$ cat src/rtl/capture_pkg.sv
// Constants and types for the capture unit
package capture_pkg;
    // Register byte addresses
    localparam logic [7:0] ADDR_CONTROL = 8'h00;
    localparam logic [7:0] ADDR_VALUE_LOW = 8'h04;
    localparam logic [7:0] ADDR_VALUE_HIGH = 8'h08;
    localparam logic [7:0] ADDR_STATUS = 8'h0C;
    localparam logic [7:0] ADDR_IRQ_ENABLE = 8'h10;
    localparam logic [7:0] ADDR_IRQ_CLEAR = 8'h14;
    localparam logic [7:0] ADDR_PIN_CONFIG = 8'h18;
    localparam logic [7:0] ADDR_TIMER_CONFIG = 8'h1C;
    localparam logic [7:0] ADDR_TIMER_LOW = 8'h20;
    localparam logic [7:0] ADDR_TIMER_HIGH = 8'h24;
    // Capture mode field codes
    localparam logic [3:0] MODE_FALL = 4'h4;
    localparam logic [3:0] MODE_RISE = 4'h5;
    localparam logic [3:0] MODE_RISE4 = 4'h6;
    localparam logic [3:0] MODE_RISE16 = 4'h7;
    // Prescaler terminal counts
    localparam logic [3:0] PRESC_LAST4 = 4'h3;
    localparam logic [3:0] PRESC_LAST16 = 4'hF;
    // Instruction clock divider: mclk / 4
    localparam int INSTR_DIV = 4;
    localparam logic [1:0] INSTR_LAST = 2'(INSTR_DIV - 1);
    // Reset values
    localparam logic [7:0] CONTROL_RST = 8'h00;
    localparam logic [15:0] TIMER_RST = 16'h0000;
    // Status/enable/clear bit positions
    localparam int BIT_CAPTURE = 0;
    // Timer configuration bit positions
    localparam int BIT_TMR_ON = 0;
    localparam int BIT_TMR_EXT = 1;
    localparam int BIT_SLEEP = 2;
    // Pin configuration bit positions
    localparam int BIT_PIN_OUT = 0;
    localparam int BIT_PIN_LATCH = 1;
    localparam int BIT_ALT_SEL = 2;
    // AXI response codes
    localparam logic [1:0] RESP_OKAY = 2'h0;
    localparam logic [1:0] RESP_SLVERR = 2'h2;

    // Write request carrier
    typedef struct packed {
        logic [7:0] addr;
        logic [31:0] data;
        logic [3:0] strb;
    } wr_req_t;
endpackage

$ cat src/rtl/timer_capture_unit.sv
// Capture unit with timer, prescaler and AXI4-Lite registers
//
// The implementer's own choices: the AXI4-Lite interface to the registers and the address map.
`timescale 1ns/1ps
module timer_capture_unit (
    input wire logic mclk,
    input wire logic rst_n,
    input wire logic capture_pin_a,
    input wire logic capture_pin_b,
    input wire logic ext_clk,
    output logic capture_pin_o,
    output logic capture_pin_oe_n,
    output logic irq,
    input wire logic [7:0] s_axi_awaddr,
    input wire logic s_axi_awvalid,
    output logic s_axi_awready,
    input wire logic [31:0] s_axi_wdata,
    input wire logic [3:0] s_axi_wstrb,
    input wire logic s_axi_wvalid,
    output logic s_axi_wready,
    output logic [1:0] s_axi_bresp,
    output logic s_axi_bvalid,
    input wire logic s_axi_bready,
    input wire logic [7:0] s_axi_araddr,
    input wire logic s_axi_arvalid,
    output logic s_axi_arready,
    output logic [31:0] s_axi_rdata,
    output logic [1:0] s_axi_rresp,
    output logic s_axi_rvalid,
    input wire logic s_axi_rready
);

    typedef enum {ST_IDLE, ST_RESP} wr_state_t;
    logic [7:0] control_ff;
    logic [15:0] capture_ff;
    logic [15:0] timer_ff;
    logic [3:0] presc_ff;
    logic irq_flag_ff;
    logic irq_enable_ff;
    logic [2:0] pin_cfg_ff;
    logic [2:0] tmr_cfg_ff;
    logic [1:0] div_ff;
    logic pin_prev_ff;
    logic ext_prev_ff;
    logic [7:0] awaddr_ff;
    logic aw_have_ff;
    logic [31:0] wdata_ff;
    logic [3:0] wstrb_ff;
    logic w_have_ff;
    wr_state_t wr_state_ff;

    logic pin_a_sync;
    logic pin_b_sync;
    logic ext_sync;
    logic pin_level;
    logic capture_mode;
    logic rise;
    logic fall;
    logic capture_event;
    logic instr_tick;
    logic ext_tick;
    logic timer_tick;
    logic write_go;
    capture_pkg::wr_req_t wreq;

    // Byte-0 merge under strobes
    function automatic logic [7:0] merge_byte(input logic [7:0] old_v, input logic [31:0] d,
                                              input logic [3:0] s);
        merge_byte = s[0] ? d[7:0] : old_v;
    endfunction

    // --------------------------------------------------
    // Pin synchronisers
    // --------------------------------------------------
    pin_sync u_sync_a (.mclk(mclk), .rst_n(rst_n), .pin_in(capture_pin_a), .pin_out(pin_a_sync));
    pin_sync u_sync_b (.mclk(mclk), .rst_n(rst_n), .pin_in(capture_pin_b), .pin_out(pin_b_sync));
    pin_sync u_sync_ext (.mclk(mclk), .rst_n(rst_n), .pin_in(ext_clk), .pin_out(ext_sync));

    // --------------------------------------------------
    // Pin selection and edge detection
    // --------------------------------------------------
    // Drive pin low-enabled when configured as output
    assign capture_pin_oe_n = ~pin_cfg_ff[capture_pkg::BIT_PIN_OUT];
    assign capture_pin_o = pin_cfg_ff[capture_pkg::BIT_PIN_LATCH];

    // Output latch feeds capture logic directly
    always_comb begin
        if (pin_cfg_ff[capture_pkg::BIT_PIN_OUT]) begin
            pin_level = pin_cfg_ff[capture_pkg::BIT_PIN_LATCH];
        end else if (pin_cfg_ff[capture_pkg::BIT_ALT_SEL]) begin
            pin_level = pin_b_sync;
        end else begin
            pin_level = pin_a_sync;
        end
    end

    // Previous pin level for edges
    always_ff @(posedge mclk) begin
        if (!rst_n) begin
            pin_prev_ff <= 1'b0;
        end else begin
            pin_prev_ff <= pin_level;
        end
    end

    assign rise = pin_level & ~pin_prev_ff;
    assign fall = ~pin_level & pin_prev_ff;
    assign capture_mode = (control_ff[3:2] == 2'b01);

    // Event qualification per mode
    always_comb begin
        case (control_ff[3:0])
            capture_pkg::MODE_FALL: capture_event = fall;
            capture_pkg::MODE_RISE: capture_event = rise;
            capture_pkg::MODE_RISE4: capture_event = rise && presc_ff == capture_pkg::PRESC_LAST4;
            capture_pkg::MODE_RISE16:
                capture_event = rise && presc_ff == capture_pkg::PRESC_LAST16;
            default: capture_event = 1'b0;
        endcase
    end

    // --------------------------------------------------
    // Prescaler counter
    // --------------------------------------------------
    always_ff @(posedge mclk) begin
        if (!rst_n) begin
            presc_ff <= 4'h0;
        end else if (!capture_mode) begin
            presc_ff <= 4'h0;
        end else if (capture_event) begin
            presc_ff <= 4'h0;
        end else if (rise) begin
            presc_ff <= presc_ff + 4'h1;
        end
    end

    // --------------------------------------------------
    // Source timer
    // --------------------------------------------------
    // Instruction clock divider
    always_ff @(posedge mclk) begin
        if (!rst_n) begin
            div_ff <= 2'h0;
        end else if (div_ff == capture_pkg::INSTR_LAST) begin
            div_ff <= 2'h0;
        end else begin
            div_ff <= div_ff + 2'h1;
        end
    end

    // External clock rising edge
    always_ff @(posedge mclk) begin
        if (!rst_n) begin
            ext_prev_ff <= 1'b0;
        end else begin
            ext_prev_ff <= ext_sync;
        end
    end

    assign instr_tick = (div_ff == capture_pkg::INSTR_LAST);
    assign ext_tick = ext_sync & ~ext_prev_ff;
    // Instruction ticks stop in sleep, external ticks continue
    always_comb begin
        if (tmr_cfg_ff[capture_pkg::BIT_TMR_EXT]) begin
            timer_tick = ext_tick;
        end else begin
            timer_tick = instr_tick & ~tmr_cfg_ff[capture_pkg::BIT_SLEEP];
        end
    end

    // Software load wins over counting
    always_ff @(posedge mclk) begin
        if (!rst_n) begin
            timer_ff <= capture_pkg::TIMER_RST;
        end else if (write_go && wreq.addr == capture_pkg::ADDR_TIMER_LOW) begin
            timer_ff[7:0] <= merge_byte(timer_ff[7:0], wreq.data, wreq.strb);
        end else if (write_go && wreq.addr == capture_pkg::ADDR_TIMER_HIGH) begin
            timer_ff[15:8] <= merge_byte(timer_ff[15:8], wreq.data, wreq.strb);
        end else if (tmr_cfg_ff[capture_pkg::BIT_TMR_ON] && timer_tick) begin
            timer_ff <= timer_ff + 16'h0001;
        end
    end

    // --------------------------------------------------
    // Capture register and flag
    // --------------------------------------------------
    always_ff @(posedge mclk) begin
        if (!rst_n) begin
            capture_ff <= 16'h0000;
        end else if (capture_event) begin
            capture_ff <= timer_ff;
        end else if (write_go && wreq.addr == capture_pkg::ADDR_VALUE_LOW) begin
            capture_ff[7:0] <= merge_byte(capture_ff[7:0], wreq.data, wreq.strb);
        end else if (write_go && wreq.addr == capture_pkg::ADDR_VALUE_HIGH) begin
            capture_ff[15:8] <= merge_byte(capture_ff[15:8], wreq.data, wreq.strb);
        end
    end

    // Set wins over clear
    always_ff @(posedge mclk) begin
        if (!rst_n) begin
            irq_flag_ff <= 1'b0;
        end else if (capture_event) begin
            irq_flag_ff <= 1'b1;
        end else if (write_go && wreq.addr == capture_pkg::ADDR_IRQ_CLEAR
                     && wreq.strb[0] && wreq.data[capture_pkg::BIT_CAPTURE]) begin
            irq_flag_ff <= 1'b0;
        end
    end

    assign irq = irq_flag_ff & irq_enable_ff;

    // --------------------------------------------------
    // Configuration registers
    // --------------------------------------------------
    always_ff @(posedge mclk) begin
        if (!rst_n) begin
            control_ff <= capture_pkg::CONTROL_RST;
            irq_enable_ff <= 1'b0;
            pin_cfg_ff <= 3'h0;
            tmr_cfg_ff <= 3'h0;
        end else if (write_go) begin
            case (wreq.addr)
                capture_pkg::ADDR_CONTROL:
                    control_ff <= merge_byte(control_ff, wreq.data, wreq.strb);
                capture_pkg::ADDR_IRQ_ENABLE: begin
                    if (wreq.strb[0]) begin
                        irq_enable_ff <= wreq.data[capture_pkg::BIT_CAPTURE];
                    end
                end
                capture_pkg::ADDR_PIN_CONFIG: begin
                    if (wreq.strb[0]) begin
                        pin_cfg_ff <= wreq.data[2:0];
                    end
                end
                capture_pkg::ADDR_TIMER_CONFIG: begin
                    if (wreq.strb[0]) begin
                        tmr_cfg_ff <= wreq.data[2:0];
                    end
                end
                default: ;
            endcase
        end
    end

    // --------------------------------------------------
    // AXI4-Lite write channel
    // --------------------------------------------------
    assign s_axi_awready = ~aw_have_ff && wr_state_ff == ST_IDLE;
    assign s_axi_wready = ~w_have_ff && wr_state_ff == ST_IDLE;
    assign write_go = aw_have_ff && w_have_ff && wr_state_ff == ST_IDLE;
    assign wreq = '{addr: awaddr_ff, data: wdata_ff, strb: wstrb_ff};

    always_ff @(posedge mclk) begin
        if (!rst_n) begin
            aw_have_ff <= 1'b0;
            w_have_ff <= 1'b0;
            awaddr_ff <= 8'h00;
            wdata_ff <= 32'h0000_0000;
            wstrb_ff <= 4'h0;
            wr_state_ff <= ST_IDLE;
            s_axi_bvalid <= 1'b0;
            s_axi_bresp <= capture_pkg::RESP_OKAY;
        end else begin
            if (s_axi_awvalid && s_axi_awready) begin
                aw_have_ff <= 1'b1;
                awaddr_ff <= s_axi_awaddr;
            end
            if (s_axi_wvalid && s_axi_wready) begin
                w_have_ff <= 1'b1;
                wdata_ff <= s_axi_wdata;
                wstrb_ff <= s_axi_wstrb;
            end
            case (wr_state_ff)
                ST_IDLE: begin
                    if (write_go) begin
                        aw_have_ff <= 1'b0;
                        w_have_ff <= 1'b0;
                        s_axi_bvalid <= 1'b1;
                        s_axi_bresp <= (awaddr_ff <= capture_pkg::ADDR_TIMER_HIGH
                                        && awaddr_ff[1:0] == 2'h0)
                                       ? capture_pkg::RESP_OKAY : capture_pkg::RESP_SLVERR;
                        wr_state_ff <= ST_RESP;
                    end
                end
                ST_RESP: begin
                    if (s_axi_bready) begin
                        s_axi_bvalid <= 1'b0;
                        wr_state_ff <= ST_IDLE;
                    end
                end
                default: wr_state_ff <= ST_IDLE;
            endcase
        end
    end

    // --------------------------------------------------
    // AXI4-Lite read channel
    // --------------------------------------------------
    assign s_axi_arready = ~s_axi_rvalid;

    always_ff @(posedge mclk) begin
        if (!rst_n) begin
            s_axi_rvalid <= 1'b0;
            s_axi_rdata <= 32'h0000_0000;
            s_axi_rresp <= capture_pkg::RESP_OKAY;
        end else if (s_axi_arvalid && s_axi_arready) begin
            s_axi_rvalid <= 1'b1;
            s_axi_rresp <= capture_pkg::RESP_OKAY;
            case (s_axi_araddr)
                capture_pkg::ADDR_CONTROL: s_axi_rdata <= {24'h0, control_ff};
                capture_pkg::ADDR_VALUE_LOW: s_axi_rdata <= {24'h0, capture_ff[7:0]};
                capture_pkg::ADDR_VALUE_HIGH: s_axi_rdata <= {24'h0, capture_ff[15:8]};
                capture_pkg::ADDR_STATUS: s_axi_rdata <= {31'h0, irq_flag_ff};
                capture_pkg::ADDR_IRQ_ENABLE: s_axi_rdata <= {31'h0, irq_enable_ff};
                capture_pkg::ADDR_IRQ_CLEAR: s_axi_rdata <= 32'h0000_0000;
                capture_pkg::ADDR_PIN_CONFIG: s_axi_rdata <= {29'h0, pin_cfg_ff};
                capture_pkg::ADDR_TIMER_CONFIG: s_axi_rdata <= {29'h0, tmr_cfg_ff};
                capture_pkg::ADDR_TIMER_LOW: s_axi_rdata <= {24'h0, timer_ff[7:0]};
                capture_pkg::ADDR_TIMER_HIGH: s_axi_rdata <= {24'h0, timer_ff[15:8]};
                default: begin
                    s_axi_rdata <= 32'h0000_0000;
                    s_axi_rresp <= capture_pkg::RESP_SLVERR;
                end
            endcase
        end else if (s_axi_rready) begin
            s_axi_rvalid <= 1'b0;
        end
    end

    // --------------------------------------------------
    // Assertions
    // --------------------------------------------------
    a_capture_copies_timer: assert property (
        @(posedge mclk) disable iff (!rst_n)
        capture_event |=> capture_ff == $past(timer_ff))
        else $error("capture value differs from timer");
    a_flag_set_capture: assert property (
        @(posedge mclk) disable iff (!rst_n)
        capture_event |=> irq_flag_ff)
        else $error("flag not set after capture");
    a_flag_stays_set: assert property (
        @(posedge mclk) disable iff (!rst_n)
        (irq_flag_ff && !(write_go && wreq.addr == capture_pkg::ADDR_IRQ_CLEAR))
        |=> irq_flag_ff)
        else $error("flag cleared without software");
    a_presc_off_clear: assert property (
        @(posedge mclk) disable iff (!rst_n)
        !capture_mode |=> presc_ff == 4'h0)
        else $error("prescaler not cleared outside capture");
    a_rise4_fires: assert property (
        @(posedge mclk) disable iff (!rst_n)
        (control_ff[3:0] == capture_pkg::MODE_RISE4 && capture_event)
        |-> presc_ff == capture_pkg::PRESC_LAST4 ##1 presc_ff == 4'h0)
        else $error("fourth edge prescale wrong");
    a_sleep_holds_timer: assert property (
        @(posedge mclk) disable iff (!rst_n)
        (tmr_cfg_ff[capture_pkg::BIT_SLEEP] && !tmr_cfg_ff[capture_pkg::BIT_TMR_EXT])
        |=> timer_ff == $past(timer_ff))
        else $error("timer moved during sleep");
    a_ext_sleep_counts: assert property (
        @(posedge mclk) disable iff (!rst_n)
        (tmr_cfg_ff == 3'h7 && ext_tick) |=> timer_ff == $past(timer_ff) + 16'h0001)
        else $error("external timer stopped in sleep");
    a_pin_write_event: assert property (
        @(posedge mclk) disable iff (!rst_n)
        (pin_cfg_ff[capture_pkg::BIT_PIN_OUT] && $past(pin_cfg_ff[capture_pkg::BIT_PIN_OUT])
         && $rose(pin_cfg_ff[capture_pkg::BIT_PIN_LATCH])
         && control_ff[3:0] == capture_pkg::MODE_RISE) |-> capture_event)
        else $error("port write did not capture");
endmodule

$ cat src/rtl/pin_sync.sv
// Two-stage synchroniser for external pin levels
`timescale 1ns/1ps
module pin_sync (
    mclk,
    rst_n,
    pin_in,
    pin_out
);
    input wire logic mclk;
    input wire logic rst_n;
    input wire logic pin_in;
    output logic pin_out;

    logic meta_ff;

    // Two flip-flops, first read only by second
    always_ff @(posedge mclk) begin
        if (!rst_n) begin
            meta_ff <= 1'b0;
            pin_out <= 1'b0;
        end else begin
            meta_ff <= pin_in;
            pin_out <= meta_ff;
        end
    end
endmodule

$ cat config.mk
export PLATFORM = sky130hd
export DESIGN_NAME = timer_capture_unit
export DESIGN_NICKNAME = d
export VERILOG_FILES = /design/src/rtl/capture_pkg.sv /design/src/rtl/timer_capture_unit.sv /design/src/rtl/pin_sync.sv
export SDC_FILE = /design/constraint.sdc
export NUM_CORES = 1
export LEC_CHECK = 0
export ABC_AREA = 0
export BUFFER_PORTS_ARGS = -buffer_cell sky130_fd_sc_hd__buf_4
export CORE_AREA = 2 2 101 103
export CTS_BUF_LIST = sky130_fd_sc_hd__clkbuf_8
export DETAILED_ROUTE_END_ITERATION = 10
export DIE_AREA = 0 0 103 105
export PLACE_DENSITY_LB_ADDON = 0.25
export SYNTH_ARGS = -nofsm -noshare
export SYNTH_HDL_FRONTEND = slang
export SYNTH_SLANG_ARGS = --single-unit
$ cat constraint.sdc
create_clock -name mclk -period 2.1 [get_ports mclk]
set_input_delay 0.21 -clock mclk [delete_from_list [all_inputs] [get_ports mclk]]
set_output_delay 0.21 -clock mclk [all_outputs]
set_load 0.005 [all_outputs]
==> key figures <==
Yosys
  • Yosys top cell by area: dfxtp_1
  • Sequential-to-total area share from yosys stat: about two fifths
  • Asr flop ratio synth: 0%
  • #FFs+latches synth: between 90 and 100
  • Cell Area, Synth: just under 5000 um^2
  • Count of warnings emitted by yosys: 0
  • Post-synth EDFFs: 0
  • Area share of the largest cell type after synthesis: about two fifths
  • Synth area leaders: dfxtp_1, mux2i_1, a21oi_1, nand2_1, buf_4
  • Most frequent cells after synthesis: dfxtp_1, a21oi_1, nand2_1
  • Top-count cell post-synth: dfxtp_1
  • Yosys cell types: 58
  • Mapped Cells: roughly 580
  • Ys flop type: dfxtp_1
  • Average cell area after synthesis: 8.36 um^2

Critical path
  • Critical Path Start Type: flip-flop
  • Critical path peak fanout: 8
  • Crit path capture type: flip-flop
  • Crit path required time: between 2 and 2.5 ns
  • Crit path kind: flip-flop to flip-flop
  • Crit path arrival time: around 2.3 ns

Global route
  • Antenna violations before repair: 0
  • Number of global-route vias before repair: between 4000 and 5000
  • First-pass GRT wire length: roughly 20000 um
  • Largest net degree at the start of global routing: 69
  • Gr usage total: between 20% and 30%
  • GRT Residual Overflow: 0

Layout
  • Fillers: a little under 900
  • Ant. Diodes: 0
  • Final Instance Area: roughly 5600 um^2
  • Synth-to-Final Area Change: 15.9%
  • Share of layout cells above drive strength 1: 17.2%
  • Layout Cells excl Fill: roughly 760
  • Nets: just under 700
  • Final core area utilization: between 50 and 60%

Timing
  • Crit share post-route: between 90 and 100%
  • Final slew viol count: 0
  • Setup TNS Final: 0 ns
  • Worst Tran Pin Value: between 0.6 and 0.7 ns
  • Minimum clock period: between 1.5 and 2 ns
  • Slew margin rel.: between 50 and 60%
  • Final Hold Fails: 0
  • Post-route setup slack: 0.108 ns
  • Fin Hold WS: around 0.033 ns
  • Max frequency: approximately 500 MHz
  • Setup violators final: 0
  • RSZ-0062 raised after global routing: no
  • Clock Skew: 0.00630 ns

Detailed routing
  • Post-route antenna net violation count: 0
  • Routed WL per cell: 16.4 um
  • Via count: 4357
  • DRT Pass-1 Iters: 5
  • Via density: around 5.7
  • Final wirelength: 12500 um
  • # DRC: 0
  • DR iter-0 viols: roughly 250

Clock tree
  • Post-CTS Setup Bufs: 0
  • Clk sink count: 93
  • CTS clk-pin slew, worst paths: ~0.10 ns
  • Clock root cell: clkbuf_8
  • Worst-Skew Late Latency: between 0.3 and 0.4 ns
  • H-tree lvl count: 3
  • CTS tree: done
  • CTS max path bufs: 2
  • Total CTS buffers: 9

Floorplanning
  • Ports: ~110
  • Die X: between 100 and 150 um
  • Die ar.: between 10000 and 15000 um^2
  • Initial Util: between 40 and 50%
  • Core Box Area: 9640 um^2
  • Site row count: 36
  • Chip height: about 110 um

Power and ir drop
  • Clock Power Share: 35.3%
  • Tot Pwr: 3.34 mW
  • Sw Ratio: 28.0%
  • Flop pwr share: about 56%
  • Switch Pwr: between 0.9 and 1 mW
  • Comb pwr share: ~8.8%
  • Maximum vdd ir drop: about 340 uV
  • Power density cells: ~600 nW/um^2
  • P_int: 2.40 mW
  • Leakage: approximately 2.0 nW

Place
  • I/O Buffers: 52
  • Placed instance area: ~5400 um^2
  • # placed instances: between 700 and 800
  • GP Congestion: approximately 0.87
  • Dpl hpwl: 8750 um
  • Pre-CTS setup slack: roughly 0.066 ns

Hold path
  • Min-delay worst type: primary input to flip-flop

Job
  • Max-cap viol count: 0

Run status
  • Outcome: finished clean
## power by group through the flow
| stage | registers, mW | logic, mW | clock network, mW |
|---|---|---|---|
| 2_1_floorplan | 1.87 | 0.214 | 0 |
| 3_3_place_gp | 1.90 | 0.282 | 0 |
| 3_5_place_dp | 1.90 | 0.289 | 0 |
| 4_1_cts | 1.86 | 0.292 | 1.20 |
| 5_1_grt | 1.87 | 0.328 | 1.26 |
| 6_report | 1.86 | 0.295 | 1.18 |
## per-layer routing
layer	track usage (%)	routed length (um)	vias to the layer above
li1	-	-	2137
met2	37.3	6010	138
met4	7.80	267	0
met3	5.22	723	25
met5	0	0	-
met1	31.0	5510	2057
## path summary, 6_finish.rpt
| kind | from | end | slack (ns) | depth (start not counted) |
|---|---|---|---|---|
| hold / removal | capture_pin_b | u_sync_b.meta_ff | 0.03 | 2 |
| hold reg to reg | div_ff[0] | div_ff[0] | 0.44 | 1 |
| setup reg to reg | awaddr_ff[1] | capture_ff[11] | 0.11 | 6 |
| setup / recovery | awaddr_ff[1] | capture_ff[11] | 0.11 | 6 |
## cell type report
cell class / count / area, um^2 / share of cell area [%]
Sequential cell: 93 / 1860 / 33.5
Inverter: 10 / 37.5 / 0.674
Timing Repair Buffer: 77 / 631 / 11.3
Tap cell: 133 / 166 / 2.99
Clock buffer: 9 / 124 / 2.22
Multi-Input combinational cell: 433 / 2680 / 48.1
Clock inverter: 7 / 65.1 / 1.17
## placed cells by master, fill, tap and decap left out, drive strengths merged, types with 3 or more instances in the layout
master    n
a211oi    5
a21o      3
a21oi    59
a22o      5
a22oi     3
a31oi     7
and2     12
and4      4
buf      76
clkbuf    9
conb     26
dfxtp    93
ha        3
inv      15
mux2i    46
nand2    59
nand2b    4
nand3    14
nand4    13
nor2     37
nor2b     4
nor3     10
nor3b     4
nor4      8
nor4b     5
o21ai    36
o22ai     3
o2bb2ai   6
o32ai     6
or3      16
or4b      3
## worst max-delay path, stage by stage, from the launching register on
cell and delay (ns):
dfxtp_1 0.38, or4b_4 0.55, nor4_4 0.27, buf_12 0.18, mux2i_1 0.07, or3_1 0.33
a21oi_1 0.14
## logic make-up after synthesis
kind of cell	after synthesis	share of synthesized area [%]
adder cells (fa/ha/maj)	3	0.781
other	1	0.0780
AND/OR/NAND/NOR	202	22.5
AO/OA/AOI/OAI	151	19.3
multiplexers	47	9.82
buffers and inverters	74	7.97
flip-flops	93	38.7
XOR/XNOR	4	0.729
## state kept, by name (all words and copies together), names as in the netlist, 2 cells and up
signal,count
wdata_ff,8
s_axi_rdata,8
awaddr_ff,8
timer_ff,16
presc_ff,4
div_ff,2
tmr_cfg_ff,3
capture_ff,16
pin_cfg_ff,3
control_ff,8
## timing repair
item                                   CTS  global route
setup endpoints to repair                0            20
hold buffers                             1             0
resized for setup                        0             5
endpoints found under the hold margin    1             0
No activity file was read; power rests on OpenSTA's default activity.
